===== src/rtl/ads_defs.svh =====
// Constants of the audio serial back end: offsets, counts and timing figures.
// Assumes a 100 MHz system clock; included by bare name.
`ifndef ADS_DEFS_SVH
`define ADS_DEFS_SVH

// System clock rate in MHz
`define ADS_CLK_MHZ 100
// Master bit clock half period in system cycles (even divide keeps 50 % duty)
`define ADS_BCLK_HALF_CYC 6
// Bit clocks per frame and per channel phase
`define ADS_BITS_PER_FRAME 64
`define ADS_BITS_PER_HALF 32
// Sample width
`define ADS_SAMPLE_W 24
// Group delay per speed mode, in sample periods
`define ADS_DELAY_SINGLE 12
`define ADS_DELAY_DOUBLE 9
`define ADS_DELAY_QUAD 5
`define ADS_DELAY_MAX 12
// Speed select pin codes
`define ADS_SPEED_CODE_SINGLE 2'b00
`define ADS_SPEED_CODE_DOUBLE 2'b01
`define ADS_SPEED_CODE_QUAD 2'b10
// Overflow indicator setup before a frame edge, in bit clocks
`define ADS_OVFL_SETUP_BITS 16
// Overflow time-out per rate family, in ms
`define ADS_OVFL_TO_441_MS 740
`define ADS_OVFL_TO_48_MS 680
// High-pass shift: corner = fs / (2*pi*2^13), about 0.93 Hz at 48 kHz
`define ADS_HPF_SHIFT 13

`endif


===== src/rtl/ads_pkg.sv =====
// Types shared by the audio serial back end.
// Assumes nothing of its surroundings.
package ads_pkg;
   typedef enum logic [1:0] {ADS_SINGLE, ADS_DOUBLE, ADS_QUAD} ads_speed_e;
   typedef logic signed [23:0] ads_sample_t;
endpackage


===== src/rtl/ads_hpf.sv =====
// First-order DC-blocking high-pass filter, one audio channel.
// Assumes one step per output sample, so the corner tracks the sample rate.
`timescale 1ns/10ps
`default_nettype none
`include "ads_defs.svh"
module ads_hpf
(
   input wire logic clk_sys_i,
   input wire logic nrst_i,
   input wire logic en_i,
   input wire logic step_i,
   input wire ads_pkg::ads_sample_t x_i,
   output ads_pkg::ads_sample_t y_o
);
   import ads_pkg::*;

   logic signed [36:0] acc_r;
   logic signed [23:0] dc;
   logic signed [24:0] diff;

   // Running DC estimate and difference
   assign dc = acc_r[36:13];
   assign diff = {x_i[23], x_i} - {dc[23], dc};

   // DC tracker: dc += (x - dc) / 2^shift per sample
   always_ff @(posedge clk_sys_i)
   begin
      if (!nrst_i || !en_i)
         acc_r <= 37'h0;
      else if (step_i)
         acc_r <= acc_r + {{(37 - 25){diff[24]}}, diff};
   end

   // Saturated output, bypass when disabled
   always_comb
   begin
      if (!en_i)
         y_o = x_i;
      else if (diff[24] != diff[23])
         y_o = diff[24] ? 24'sh800000 : 24'sh7fffff;
      else
         y_o = diff[23:0];
   end
endmodule
`default_nettype wire


===== src/rtl/ads_serial_out.sv =====
// Audio converter back end: group delay line, high-pass, overflow flag and serial port.
// Assumes a 100 MHz system clock; link pins come from outside and are synchronised.
// Overview of operation
// - Three speed modes cover 2-54, 50-108 and 100-216 kHz sample rates.
// - Group delay is 12, 9 or 5 sample periods by speed mode.
// - Passband edge 0.47, 0.45, 0.24 of rate; response scales with rate.
// - Optional high-pass has about 1 Hz corner at 48 kHz, scaling with rate.
// - Overflow flag settles 16 bit clocks before, holds one after frame edge.
// - Overflow flag stays set about 740 ms or 680 ms after overrange.
// - In master mode each data bit launches at a bit clock falling edge.
// - In master mode frame clock runs at sample rate, bit clock at 64x.
`timescale 1ns/10ps
`default_nettype none
`include "ads_defs.svh"
module ads_serial_out
#(
   parameter int OVFL_TO_441_CYC = `ADS_OVFL_TO_441_MS * 1000 * `ADS_CLK_MHZ,
   parameter int OVFL_TO_48_CYC = `ADS_OVFL_TO_48_MS * 1000 * `ADS_CLK_MHZ
)
(
   input wire logic clk_sys_i,
   input wire logic nrst_i,
   input wire logic speed_select_high_i,
   input wire logic speed_select_low_i,
   input wire logic master_mode_i,
   input wire logic hpf_enable_i,
   input wire logic rate_family_48_i,
   input wire logic sample_valid_i,
   output logic sample_ready_o,
   input wire ads_pkg::ads_sample_t sample_left_i,
   input wire ads_pkg::ads_sample_t sample_right_i,
   input wire logic overrange_i,
   input wire logic bit_clk_i,
   output logic bit_clk_o,
   output logic bit_clk_oe_o,
   input wire logic frame_select_clock_i,
   output logic frame_select_clock_o,
   output logic frame_select_clock_oe_o,
   output logic serial_sample_out_o,
   output logic overflow_flag_n_o
);
   import ads_pkg::*;

   localparam logic [3:0] HALF_LAST = 4'(`ADS_BCLK_HALF_CYC - 1);

   logic [4:0] sy1_r, sy2_r;
   logic [1:0] bclk_sy_r, frm_sy_r;
   logic bclk_d_r, frame_prev_r;
   logic master_s, hpf_en_s, fam48_s;
   ads_speed_e speed;
   logic [3:0] div_r;
   logic m_fall, s_fall, tick, load;
   logic [5:0] bit_cnt_r, nc, lo, idx;
   logic [47:0] word_r, cur;
   logic [3:0] tap;
   ads_sample_t dl_l [0:`ADS_DELAY_MAX-1];
   ads_sample_t dl_r [0:`ADS_DELAY_MAX-1];
   logic [47:0] buf_r [0:1];
   logic wp_r, rp_r;
   logic [1:0] cnt_r;
   logic push, pop;
   ads_sample_t hpf_l, hpf_r;
   logic [31:0] ovfl_tmr_r;

   //------------------------------------------------------------
   // Synchronisers
   //------------------------------------------------------------

   // Two flops on every pin input
   always_ff @(posedge clk_sys_i)
   begin
      if (!nrst_i)
      begin
         sy1_r <= 5'h00;
         sy2_r <= 5'h00;
         bclk_sy_r <= 2'h0;
         frm_sy_r <= 2'h0;
      end
      else
      begin
         sy1_r <= {master_mode_i, hpf_enable_i, rate_family_48_i, speed_select_high_i, speed_select_low_i};
         sy2_r <= sy1_r;
         bclk_sy_r <= {bclk_sy_r[0], bit_clk_i};
         frm_sy_r <= {frm_sy_r[0], frame_select_clock_i};
      end
   end

   assign master_s = sy2_r[4];
   assign hpf_en_s = sy2_r[3];
   assign fam48_s = sy2_r[2];

   // Speed decode; reserved code falls back to single speed
   always_comb
   begin
      unique case (sy2_r[1:0])
         `ADS_SPEED_CODE_DOUBLE: speed = ADS_DOUBLE;
         `ADS_SPEED_CODE_QUAD: speed = ADS_QUAD;
         default: speed = ADS_SINGLE;
      endcase
   end

   //------------------------------------------------------------
   // Bit clock timing
   //------------------------------------------------------------

   // Master divider toggles the bit clock every half period
   always_ff @(posedge clk_sys_i)
   begin
      if (!nrst_i || !master_s)
      begin
         div_r <= 4'h0;
         bit_clk_o <= 1'b0;
      end
      else if (div_r == HALF_LAST)
      begin
         div_r <= 4'h0;
         bit_clk_o <= !bit_clk_o;
      end
      else
         div_r <= div_r + 4'h1;
   end

   // Slave edge history, read from second sync flop only
   always_ff @(posedge clk_sys_i)
   begin
      if (!nrst_i)
         bclk_d_r <= 1'b0;
      else
         bclk_d_r <= bclk_sy_r[1];
   end

   assign m_fall = master_s && (div_r == HALF_LAST) && bit_clk_o;
   assign s_fall = !master_s && bclk_d_r && !bclk_sy_r[1];
   assign tick = m_fall || s_fall;

   // Next bit position; slave realigns on frame clock changes
   always_comb
   begin
      if (!master_s && (frm_sy_r[1] != frame_prev_r))
         nc = frm_sy_r[1] ? 6'h00 : 6'h20;
      else
         nc = bit_cnt_r + 6'h01;
   end

   assign load = tick && (nc == 6'h00);

   // Bit counter, frame clock and output enables
   always_ff @(posedge clk_sys_i)
   begin
      if (!nrst_i)
      begin
         bit_cnt_r <= 6'h3f;
         frame_prev_r <= 1'b0;
         frame_select_clock_o <= 1'b0;
         bit_clk_oe_o <= 1'b0;
         frame_select_clock_oe_o <= 1'b0;
      end
      else
      begin
         bit_clk_oe_o <= master_s;
         frame_select_clock_oe_o <= master_s;
         if (tick)
         begin
            bit_cnt_r <= nc;
            frame_prev_r <= frm_sy_r[1];
            frame_select_clock_o <= !nc[5];
         end
      end
   end

   //------------------------------------------------------------
   // Two-entry input buffer
   //------------------------------------------------------------

   assign push = sample_valid_i && sample_ready_o;
   assign pop = load && (cnt_r != 2'h0);

   // Pointers, fill count and registered ready
   always_ff @(posedge clk_sys_i)
   begin
      if (!nrst_i)
      begin
         wp_r <= 1'b0;
         rp_r <= 1'b0;
         cnt_r <= 2'h0;
         sample_ready_o <= 1'b0;
         buf_r[0] <= 48'h0;
         buf_r[1] <= 48'h0;
      end
      else
      begin
         if (push)
         begin
            buf_r[wp_r] <= {sample_left_i, sample_right_i};
            wp_r <= !wp_r;
         end
         if (pop)
            rp_r <= !rp_r;
         cnt_r <= cnt_r + {1'b0, push} - {1'b0, pop};
         sample_ready_o <= (cnt_r + {1'b0, push} - {1'b0, pop}) != 2'h2;
      end
   end

   //------------------------------------------------------------
   // High-pass and group delay line
   //------------------------------------------------------------

   // One filter per channel, stepped once per sample
   ads_hpf u_hpf_l (.clk_sys_i(clk_sys_i), .nrst_i(nrst_i), .en_i(hpf_en_s), .step_i(pop),
      .x_i(buf_r[rp_r][47:24]), .y_o(hpf_l));
   ads_hpf u_hpf_r (.clk_sys_i(clk_sys_i), .nrst_i(nrst_i), .en_i(hpf_en_s), .step_i(pop),
      .x_i(buf_r[rp_r][23:0]), .y_o(hpf_r));

   // Tap per speed mode; decimation response upstream scales with the rate
   always_comb
   begin
      unique case (speed)
         ADS_DOUBLE: tap = 4'(`ADS_DELAY_DOUBLE - 1);
         ADS_QUAD: tap = 4'(`ADS_DELAY_QUAD - 1);
         ADS_SINGLE: tap = 4'(`ADS_DELAY_SINGLE - 1);
      endcase
   end

   // Delay line advances once per frame; empty buffer inserts silence
   // Cleared on reset so the first frames carry silence, not unknowns
   always_ff @(posedge clk_sys_i)
   begin
      if (!nrst_i)
      begin
         for (int i = 0; i < `ADS_DELAY_MAX; i++)
         begin
            dl_l[i] <= 24'sh000000;
            dl_r[i] <= 24'sh000000;
         end
      end
      else if (load)
      begin
         dl_l[0] <= pop ? hpf_l : 24'sh000000;
         dl_r[0] <= pop ? hpf_r : 24'sh000000;
         for (int i = 1; i < `ADS_DELAY_MAX; i++)
         begin
            dl_l[i] <= dl_l[i-1];
            dl_r[i] <= dl_r[i-1];
         end
      end
   end

   //------------------------------------------------------------
   // Serial shifter
   //------------------------------------------------------------

   // Current word and bit index, MSB first per phase
   always_comb
   begin
      cur = load ? {dl_l[tap], dl_r[tap]} : word_r;
      lo = {1'b0, nc[4:0]};
      idx = nc[5] ? (6'h17 - lo) : (6'h2f - lo);
   end

   // Launch each bit on the bit clock fall
   always_ff @(posedge clk_sys_i)
   begin
      if (!nrst_i)
      begin
         word_r <= 48'h0;
         serial_sample_out_o <= 1'b0;
      end
      else if (tick)
      begin
         word_r <= cur;
         serial_sample_out_o <= (nc[4:0] < 5'h18) ? cur[idx] : 1'b0;
      end
   end

   //------------------------------------------------------------
   // Overflow indicator
   //------------------------------------------------------------

   // Time-out restarts on every overrange
   always_ff @(posedge clk_sys_i)
   begin
      if (!nrst_i)
         ovfl_tmr_r <= 32'h0;
      else if (overrange_i)
         ovfl_tmr_r <= fam48_s ? 32'(OVFL_TO_48_CYC) : 32'(OVFL_TO_441_CYC);
      else if (ovfl_tmr_r != 32'h0)
         ovfl_tmr_r <= ovfl_tmr_r - 32'h1;
   end

   // Flag moves only 16 bit clocks ahead of a frame edge
   always_ff @(posedge clk_sys_i)
   begin
      if (!nrst_i)
         overflow_flag_n_o <= 1'b1;
      else if (tick && (nc[4:0] == 5'(`ADS_OVFL_SETUP_BITS)))
         overflow_flag_n_o <= (ovfl_tmr_r == 32'h0);
   end
endmodule
`default_nettype wire


===== config.mk =====
export PLATFORM = sky130hd
export DESIGN_NAME = ads_serial_out
export DESIGN_NICKNAME = d
export VERILOG_FILES = /design/src/rtl/ads_pkg.sv /design/src/rtl/ads_hpf.sv /design/src/rtl/ads_serial_out.sv
export VERILOG_INCLUDE_DIRS = /design/src /design/src/rtl
export SDC_FILE = /design/constraint.sdc
export NUM_CORES = 1
export LEC_CHECK = 0
export ABC_AREA = 1
export BUFFER_PORTS_ARGS = -buffer_cell sky130_fd_sc_hd__buf_2
export CORE_ASPECT_RATIO = 1.25
export CORE_UTILIZATION = 45
export CTS_CLUSTER_DIAMETER = 120
export DETAILED_ROUTE_END_ITERATION = 16
export PLACE_DENSITY = 0.67
export SLEW_MARGIN = 20
export SYNTH_ARGS = -nofsm -noshare
export SYNTH_HDL_FRONTEND = slang
export SYNTH_HIERARCHICAL = 1
export SYNTH_SLANG_ARGS = --single-unit
export TNS_END_PERCENT = 30

===== constraint.sdc =====
create_clock -name clk_sys_i -period 20.2 [get_ports clk_sys_i]
set_input_delay 4.04 -clock clk_sys_i [delete_from_list [all_inputs] [get_ports clk_sys_i]]
set_output_delay 4.04 -clock clk_sys_i [all_outputs]
set_load 0.005 [all_outputs]

* Word level (Yosys, flattened, before mapping) *
Memory sizes are Yosys's and may differ from the RTL's. A register that Yosys moved wholly into a read port is not among the register bits.
Index checks and enable logic that the tools add are counted.

word-level totals
  memory bits (writable) = 672
  memories = 3
  output and inout bits = 7
  bits in registers = 190
  word-level logic and storage cells = 155

memories
  name   depth  width  rd ports  clocked after memory_dff  wr ports  RTL line              RTL
  dl_l   12     24     12        0                         12        ads_serial_out.sv:56  ads_sample_t dl_l [0:`ADS_DELAY_MAX-1];
  dl_r   12     24     12        0                         12        ads_serial_out.sv:57  ads_sample_t dl_r [0:`ADS_DELAY_MAX-1];
  buf_r  2      48     1         1                         2         ads_serial_out.sv:58  logic [47:0] buf_r [0:1];

operators by class
  reductions and logical operators = 28
  add/sub/neg operators = 11
  bitwise gates (word level) = 24
  $lt $le $gt $ge = 2
  multiplexer cells = 56
  eq/ne operators = 10

operator list
  cell                                                 count
  2-to-1 mux 24 bit                                    32
  2-to-1 mux 48 bit                                    2
  adder 37 bit                                         2
  2-to-1 mux 32 bit                                    2
  subtractor 24 x 24 -> 25 bit                         2
  OR reduction 48 bit                                  1
  logical NOT 32 bit                                   1
  nonzero test 32 bit                                  1
  subtractor 32 x 1 -> 32 bit (second input constant)  1
  OR 1 bit                                             24
  2-to-1 mux 23 bit                                    1
  2-to-1 mux 6 bit                                     3
  2-to-1 mux 1 bit                                     13
  case mux 4 bit (3 select lines)                      1
  logical AND 1 bit                                    9
  logical NOT 1 bit                                    8
  < comparator 6 x 7 -> 1 bit (second input constant)  1
  adder 6 x 1 -> 6 bit (second input constant)         1
  binary-select mux 1 bit (select 6 bit)               1
  logical NOT 6 bit                                    1
  subtractor 5 x 5 -> 6 bit (first input constant)     1
  subtractor 6 x 5 -> 6 bit (first input constant)     1
  equality test 5 bit (second input constant)          1
  < comparator 5 bit (second input constant)           1
  other kinds (13)                                     20

* Longest topological paths before layout *
Gate-level depths: netlist (run 1).

  word-level depth = 9
  mapped depth = 29
  mapped depth without buffers = 28

* Hierarchy *
Netlist (run 1), hierarchy kept.

modules (own cells, without submodules)
  module             times used  cells an instance  seq. area each (sq um)  area each (sq um)
  ads_serial_out     1           3388               22521.6                 33828.7
  ads_hpf (u_hpf_r)  1           1006               740.7                   5656.7
  ads_hpf (u_hpf_l)  1           1000               740.7                   5627.9

* Worst setup path after synthesis (run 1) *
OpenSTA, ideal clock, no wires.

  path type = in2reg
  from = input nrst_i
  to = memory dl_l[0][0] in the netlist's numbering, enable pin
  data arrival time = 14.154 ns
  stages = 4
  path buffers = 3
  data required time = 16.138 ns
  slack = 1.985 ns
  cells stage by stage = clkbuf_1 > clkbuf_1 > clkbuf_1 > nand2_1

RTL lines
  element      RTL line              RTL
  from (decl)  ads_serial_out.sv:22  input wire logic nrst_i,
  to (decl)    ads_serial_out.sv:56

==> impl_metrics.yaml, run 1 <==
finish:
  n_antenna_cell: 0
  drive_above_1_share_pct: 6.40
  final_cell_mix: "inv_1, nand2_1, nor2_1, edfxtp_1, a21oi_1"
  area_delta_synth_final_pct: 9.43
  final_nets: 5573
  layout_commonest_cell: "inv_1"
yosys:
  ys_types: 55
  synth_cells: 5394
  synth_seq_cells: 863
  synth_area_per_cell_sq_um: 8.36
  synth-main-ff-cell: "edfxtp_1"
  yosysWarnings: 6
  syn-cell-area_sq_mm: 0.0451
  synth_nets: 5590
  synth_edf_count: 672
  ys_seq_area_share_pct: 53.2
  async_reset_ff_share_pct: 0
place:
  port_buffers: 65
  hpwl_microns: 70900
  dp_slack_ns: 12.51
  place.gp.congestion: 0.942
floorplan:
  initial_core_util_pct: 45.5
  die_x_microns: 285
  die_h_microns: 356
  rows: 129
  die_area_sq_mm: 0.102
  coreArea_sq_mm: 0.0991
  io_pins: 66
clocking:
  clockBufferDepth: 3
  cts_tree: "built"
  root_buffer: "clkbuf_16"
  post_cts_buffers: 0
  cts_hold_buffers: 0
  cts-resized-gates: 0
  numCtsBuffers: 88
  clock-sinks: 863
  path_clk_slew_ns: 0.06
  clock_latency_ns: 0.69
  cts-htree-levels: 3
sta:
  timing.fmax_mhz: 144
  drv_slew: 0
  timing.final.crit_share_pct: 34.5
  slew_headroom_pct: 25.3
  tns_ns: 0
  timing.final.ws_setup_ns: 13.24
  hold_violations: 0
  worst_slew_pin_slew_ns: 1.12
  finalClockSkew_ns: 0.0274
  finalCriticalPeriod_ns: 6.96
  setup_viol: 0
  rsz0062_at_grt: "no"
run_status:
  status: "completed"
critical_path:
  start_kind: "input port"
  end_kind: "flip-flop"
  crit_required_ns: 20.60
  worst_ep_arrival_time_ns: 7.36
  path_max_fanout: 163
  crit_type: "input port to flip-flop"
pwr:
  fin_total_pwr_mw: 4.26
  ir_drop_uv: 68.1
  p_leak_nw: 22.6
  powerDensity_mw_per_mm2: 86.3
min_path:
  worstHoldPathType: "flip-flop to flip-flop"
global_routing:
  antenna_found_initial: 0
  first_global_vias: 31900
  grt_start_max_net_pins: 206
  overflow: 0
  grt_util_all_layers_pct: 20.7
  grt_pass1_wl_microns: 168000
routing:
  via_per_inst: 4.95
  drc: 0
  wl_per_cell_microns: 15.6
  drt_iter0_drc: 2894
  routed_wl_microns: 106000
  ant_nets: 0
  dr.pass1.iters: 5
  num_vias: 33500
job:
  maxCapViolCount: 0
-- cells by family after synthesis --
family	count (synthesis)	synth area share, %
DFF	863	53.2
buffers and inverters	1293	11.1
xor gates and xnor gates	100	1.94
and+or+nand+nor	2218	20.0
muxes	48	1.20
AOI/OAI and AO/OA	735	8.60
adders and majority gates	137	3.87
-- metrics by stage --
stage	util (%)	area [sq um]	hold slack, ns	instances
floorplan	-	45100	0.390	5394
global placement	46.8	46400	0.394	6597
detailed placement	46.8	46400	0.400	6597
CTS	49.8	49400	0.414	6763
global route	49.8	49400	0.432	6763
finish	49.8	49400	0.414	6763
-- power by group --
group,switching (mW),total [mW],internal (mW)
logic,0.402,0.566,0.164
registers,0.0276,2.02,1.99
clock network,0.713,1.67,0.959
total,1.14,4.26,3.12
-- final cells by class --
type	instances	area, sq um
fillers	9407	49700
multi-input cells	3238	16100
clock buffers	117	2350
repair buffers	90	532
flip-flops and latches	863	24000
clock inverters	49	593
inverters	1096	4120
well taps	1310	1640
-- flip-flops by register name, summed over array words and instances (netlist names), 2 cells and up, named ones only --
register	flops
dl_l	288
dl_r	288
buf_r	96
word_r	48
u_hpf_l/acc_r	37
u_hpf_r/acc_r	37
ovfl_tmr_r	32
bit_cnt_r	6
sy1_r	5
sy2_r	5
div_r	4
bclk_sy_r	2
cnt_r	2
frm_sy_r	2
-- cell usage after synthesis (6+ instances only) --
library cell / instances / area (sq um)
inv_1: 1081 / 4060
nand2_1: 974 / 3660
nor2_1: 897 / 3370
edfxtp_1: 672 / 20200
a21oi_1: 340 / 1700
o21ai_0: 298 / 1490
nand3_1: 213 / 1070
dfxtp_1: 191 / 3820
ha_1: 133 / 1660
clkbuf_1: 99 / 372
buf_2: 71 / 355
xor2_1: 65 / 569
mux2_2: 48 / 541
xnor2_1: 35 / 307
nand4_1: 32 / 200
nor3_1: 30 / 150
o21ai_1: 17 / 85.1
buf_1: 15 / 56.3
a211oi_1: 14 / 105
inv_2: 14 / 52.6
o21bai_1: 14 / 105
a21o_1: 12 / 90.1
a31oi_1: 12 / 75.1
buf_6: 10 / 113
nand2_2: 8 / 50.1
nand3b_1: 8 / 60.1
nor2_2: 8 / 50.1
nand3_2: 7 / 70.1
nor4_1: 6 / 37.5
o21a_1: 6 / 45.0
-- critical path, stage by stage --
cell and delay [ns]:
buf_4 0.29, inv_2 0.14, nor2_1 0.11, inv_8 0.67, buf_4 0.91, buf_4 0.82, nor2_1 0.11
-- worst paths after layout --
| kind | depth (start not counted) | slack [ns] | end | from |
|---|---|---|---|---|
| max | 7 | 13.24 | dl_r[5][18] | nrst_i |
| min | 2 | 0.41 | sy2_r[0] | sy1_r[0] |
| max reg2reg | 12 | 14.83 | dl_r[5][18] | bit_cnt_r[0] |
| min reg2reg | 2 | 0.41 | sy2_r[0] | sy1_r[0] |
-- layer usage --
| metal | track usage (%) | routed length [microns] | up-vias |
|---|---|---|---|
| met4 | 8.84 | 4140 | 0 |
| met5 | 0 | 0 | - |
| met1 | 26.6 | 46600 | 15500 |
| met3 | 2.69 | 4430 | 188 |
| met2 | 34.9 | 50400 | 743 |
| li1 | - | - | 17000 |
No activity file was read; power rests on OpenSTA's default activity.
==> inputs of run 2 (changes only) <==
--- a/config.mk
+++ b/config.mk
@@ -12,7 +12,7 @@
 export CORE_UTILIZATION = 45
 export CTS_CLUSTER_DIAMETER = 120
 export DETAILED_ROUTE_END_ITERATION = 16
-export PLACE_DENSITY = 0.67
+export PLACE_DENSITY = 0.69
 export SLEW_MARGIN = 20
 export SYNTH_ARGS = -nofsm -noshare
 export SYNTH_HDL_FRONTEND = slang
==> constraint.sdc (replaced) <==
create_clock -name clk_sys_i -period 6.05 [get_ports clk_sys_i]
set_input_delay 1.21 -clock clk_sys_i [delete_from_list [all_inputs] [get_ports clk_sys_i]]
set_output_delay 1.21 -clock clk_sys_i [all_outputs]
set_load 0.005 [all_outputs]
==> run 2 against run 1 <==
Net effect: flip-flop and latch count unchanged; register-to-register slack worse by 14 ns; core utilization is essentially flat; critical path type is now flip-flop to flip-flop; critical endpoint is now u_hpf_r/acc_r[35]; largest cell class unchanged; largest power group unchanged.
==> impl_metrics.yaml, run 2 (same netlist as run 1, synthesis figures left out) <==
run_status:
  status: "completed"
sta:
  timing.final.ws_setup_ns: 1.21
  finalCriticalPeriod_ns: 4.84
  setup_viol: 0
  timing.fmax_mhz: 207
  timing.final.crit_share_pct: 80.0
  worst_slew_pin_slew_ns: 0.972
  finalClockSkew_ns: 0.0373
  rsz0062_at_grt: "no"
  slew_headroom_pct: 35.2
  hold_violations: 0
  tns_ns: 0
  worst_hold_slack_ns: 0.416
  drv_slew: 0
global_routing:
  grt_util_all_layers_pct: 21.5
  first_global_vias: 32600
  antenna_found_initial: 1
  grt_pass1_wl_microns: 174000
  overflow: 0
  grt_start_max_net_pins: 183
clocking:
  path_clk_slew_ns: 0.06
  clock-sinks: 863
  cts-resized-gates: 0
  numCtsBuffers: 88
  root_buffer: "clkbuf_16"
  post_cts_buffers: 0
  clockBufferDepth: 3
  cts_tree: "built"
  clock_latency_ns: 0.68
  cts-htree-levels: 3
  cts_hold_buffers: 0
pwr:
  ir_drop_uv: 218
  p_comb_share_pct: 13.6
  p_leak_nw: 22.6
  pwr-share-clk_pct: 38.2
  power.internal_mw: 10.2
  p_sw_share_pct: 27.5
  p_seq_share_pct: 48.2
  powerDensity_mw_per_mm2: 284
  switchingPower_mw: 3.85
critical_path:
  crit_slowest_cell: "dfxtp_2"
  crit_type: "flip-flop to flip-flop"
  crit_required_ns: 6.62
  r2r_end: "u_hpf_r/acc_r[35]"
  critPathMaxStageDelay_ns: 0.59
  reg2reg_depth: 23
  start_kind: "flip-flop"
  crit_path_end: "u_hpf_r/acc_r[35]"
  crit_top_cell: "nand2_1"
  crit_chain: "buf_4 > mux2_2 > ha_1 > nand2_1 > inv_1 > nand2_1 > nand2_1 > a21oi_1 > nand3_1 > nand2_1 > nand2_4 > inv_1 > ha_1 > a21oi_1 > o21ai_0 > a21oi_1 > nor2_1 > nor3_1 > nand2_1 > nand2_1 > nand2_1 > o21ai_0 > inv_1"
  rrSetupSlack_ns: 1.21
  end_kind: "flip-flop"
  worst_ep_arrival_time_ns: 5.41
  path_max_fanout: 18
finish:
  final_util_pct: 49.8
  area_delta_synth_final_pct: 9.44
  reg_top3: "dl_l x288, dl_r x288, buf_r x96"
  layout_commonest_cell: "inv_1"
  drive_above_1_share_pct: 6.48
  stdcell_area_sq_mm: 0.0494
  final_cell_mix: "inv_1, nand2_1, nor2_1, edfxtp_1, a21oi_1"
  final_nets: 5581
routing:
  drt_iter0_drc: 2813
  routed_wl_microns: 109000
  dr.pass1.iters: 5
  ant_nets: 0
  wl_per_cell_microns: 16.1
  via_per_inst: 4.97
  drc: 0
  num_vias: 33600
floorplan:
  die_x_microns: 285
  die_h_microns: 356
  rows: 129
  initial_core_util_pct: 45.5
  coreArea_sq_mm: 0.0991
  io_pins: 66
  die_area_sq_mm: 0.102
place:
  hpwl_microns: 75700
  place_area_sq_mm: 0.0465
  dp_slack_ns: 1.14
  port_buffers: 65
  place.gp.congestion: 0.946
job:
  maxCapViolCount: 0
min_path:
  worstHoldPathType: "flip-flop to flip-flop"
  hold_path_depth: 2
[run 2: cell types whose count changed in the layout (fill, tap and decap cells not counted), sizes merged]
cell / delta
clkinvlp: +2
diode: +1
clkbuf: -3
inv: -3
clkinv: +9
buf: +8
bufinv: -6
[run 2: how the worst min path moves through the flow]
stage            startpoint  slack, ns      endpoint
6_report           sy1_r[4]       0.42      sy2_r[4]
2_1_floorplan  bclk_sy_r[0]       0.39  bclk_sy_r[1]
5_1_grt            sy1_r[4]       0.44      sy2_r[4]
3_3_place_gp       sy1_r[0]       0.40      sy2_r[0]
3_5_place_dp       sy1_r[4]       0.40      sy2_r[4]
4_1_cts            sy1_r[4]       0.42      sy2_r[4]
[run 2: through the flow]
stage	total power [mW]	std cells
6_report	14.0	6771
5_1_grt	14.6	6771
4_1_cts	14.1	6770
3_5_place_dp	8.77	6605
3_3_place_gp	8.75	6605
2_1_floorplan	8.22	5394
[run 2: per-layer routing]
metal | vias up | track usage [%] | routed length (microns)
met3 | 208 | 2.69 | 5170
met2 | 837 | 36.2 | 51800
met5 | - | 0 | 0
met4 | 0 | 9.33 | 4530
met1 | 15500 | 27.7 | 47600
li1 | 17100 | - | -
[run 2: power groups by stage]
stage | registers [mW] | clock network (mW) | logic, mW
6_report | 6.76 | 5.35 | 1.91
5_1_grt | 6.78 | 5.71 | 2.13
4_1_cts | 6.76 | 5.47 | 1.90
3_5_place_dp | 6.88 | 0 | 1.89
3_3_place_gp | 6.87 | 0 | 1.88
2_1_floorplan | 6.87 | 0 | 1.35
[run 2: area by class of cell]
| cell class | count | area (sq um) |
|---|---|---|
| clock inverter | 51 | 480 |
| clock buffer | 114 | 2350 |
| sequential | 863 | 24000 |
| tap | 1310 | 1640 |
| timing repair buffer | 98 | 638 |
| fill | 9433 | 49700 |
| inverter | 1096 | 4120 |
| antenna | 1 | 2.50 |
| multi-input combinational | 3238 | 16100 |
[run 2: worst max-delay path, delay by kind of cell, from the launching register on]
| kind | cells | cell delay [ns] |
|---|---|---|
| mux | 1 | 0.40 |
| compound gates | 5 | 1.09 |
| flops | 1 | 0.59 |
| fa+ha+maj | 2 | 0.78 |
| buf+inv | 4 | 0.82 |
| simple gates | 11 | 1.08 |
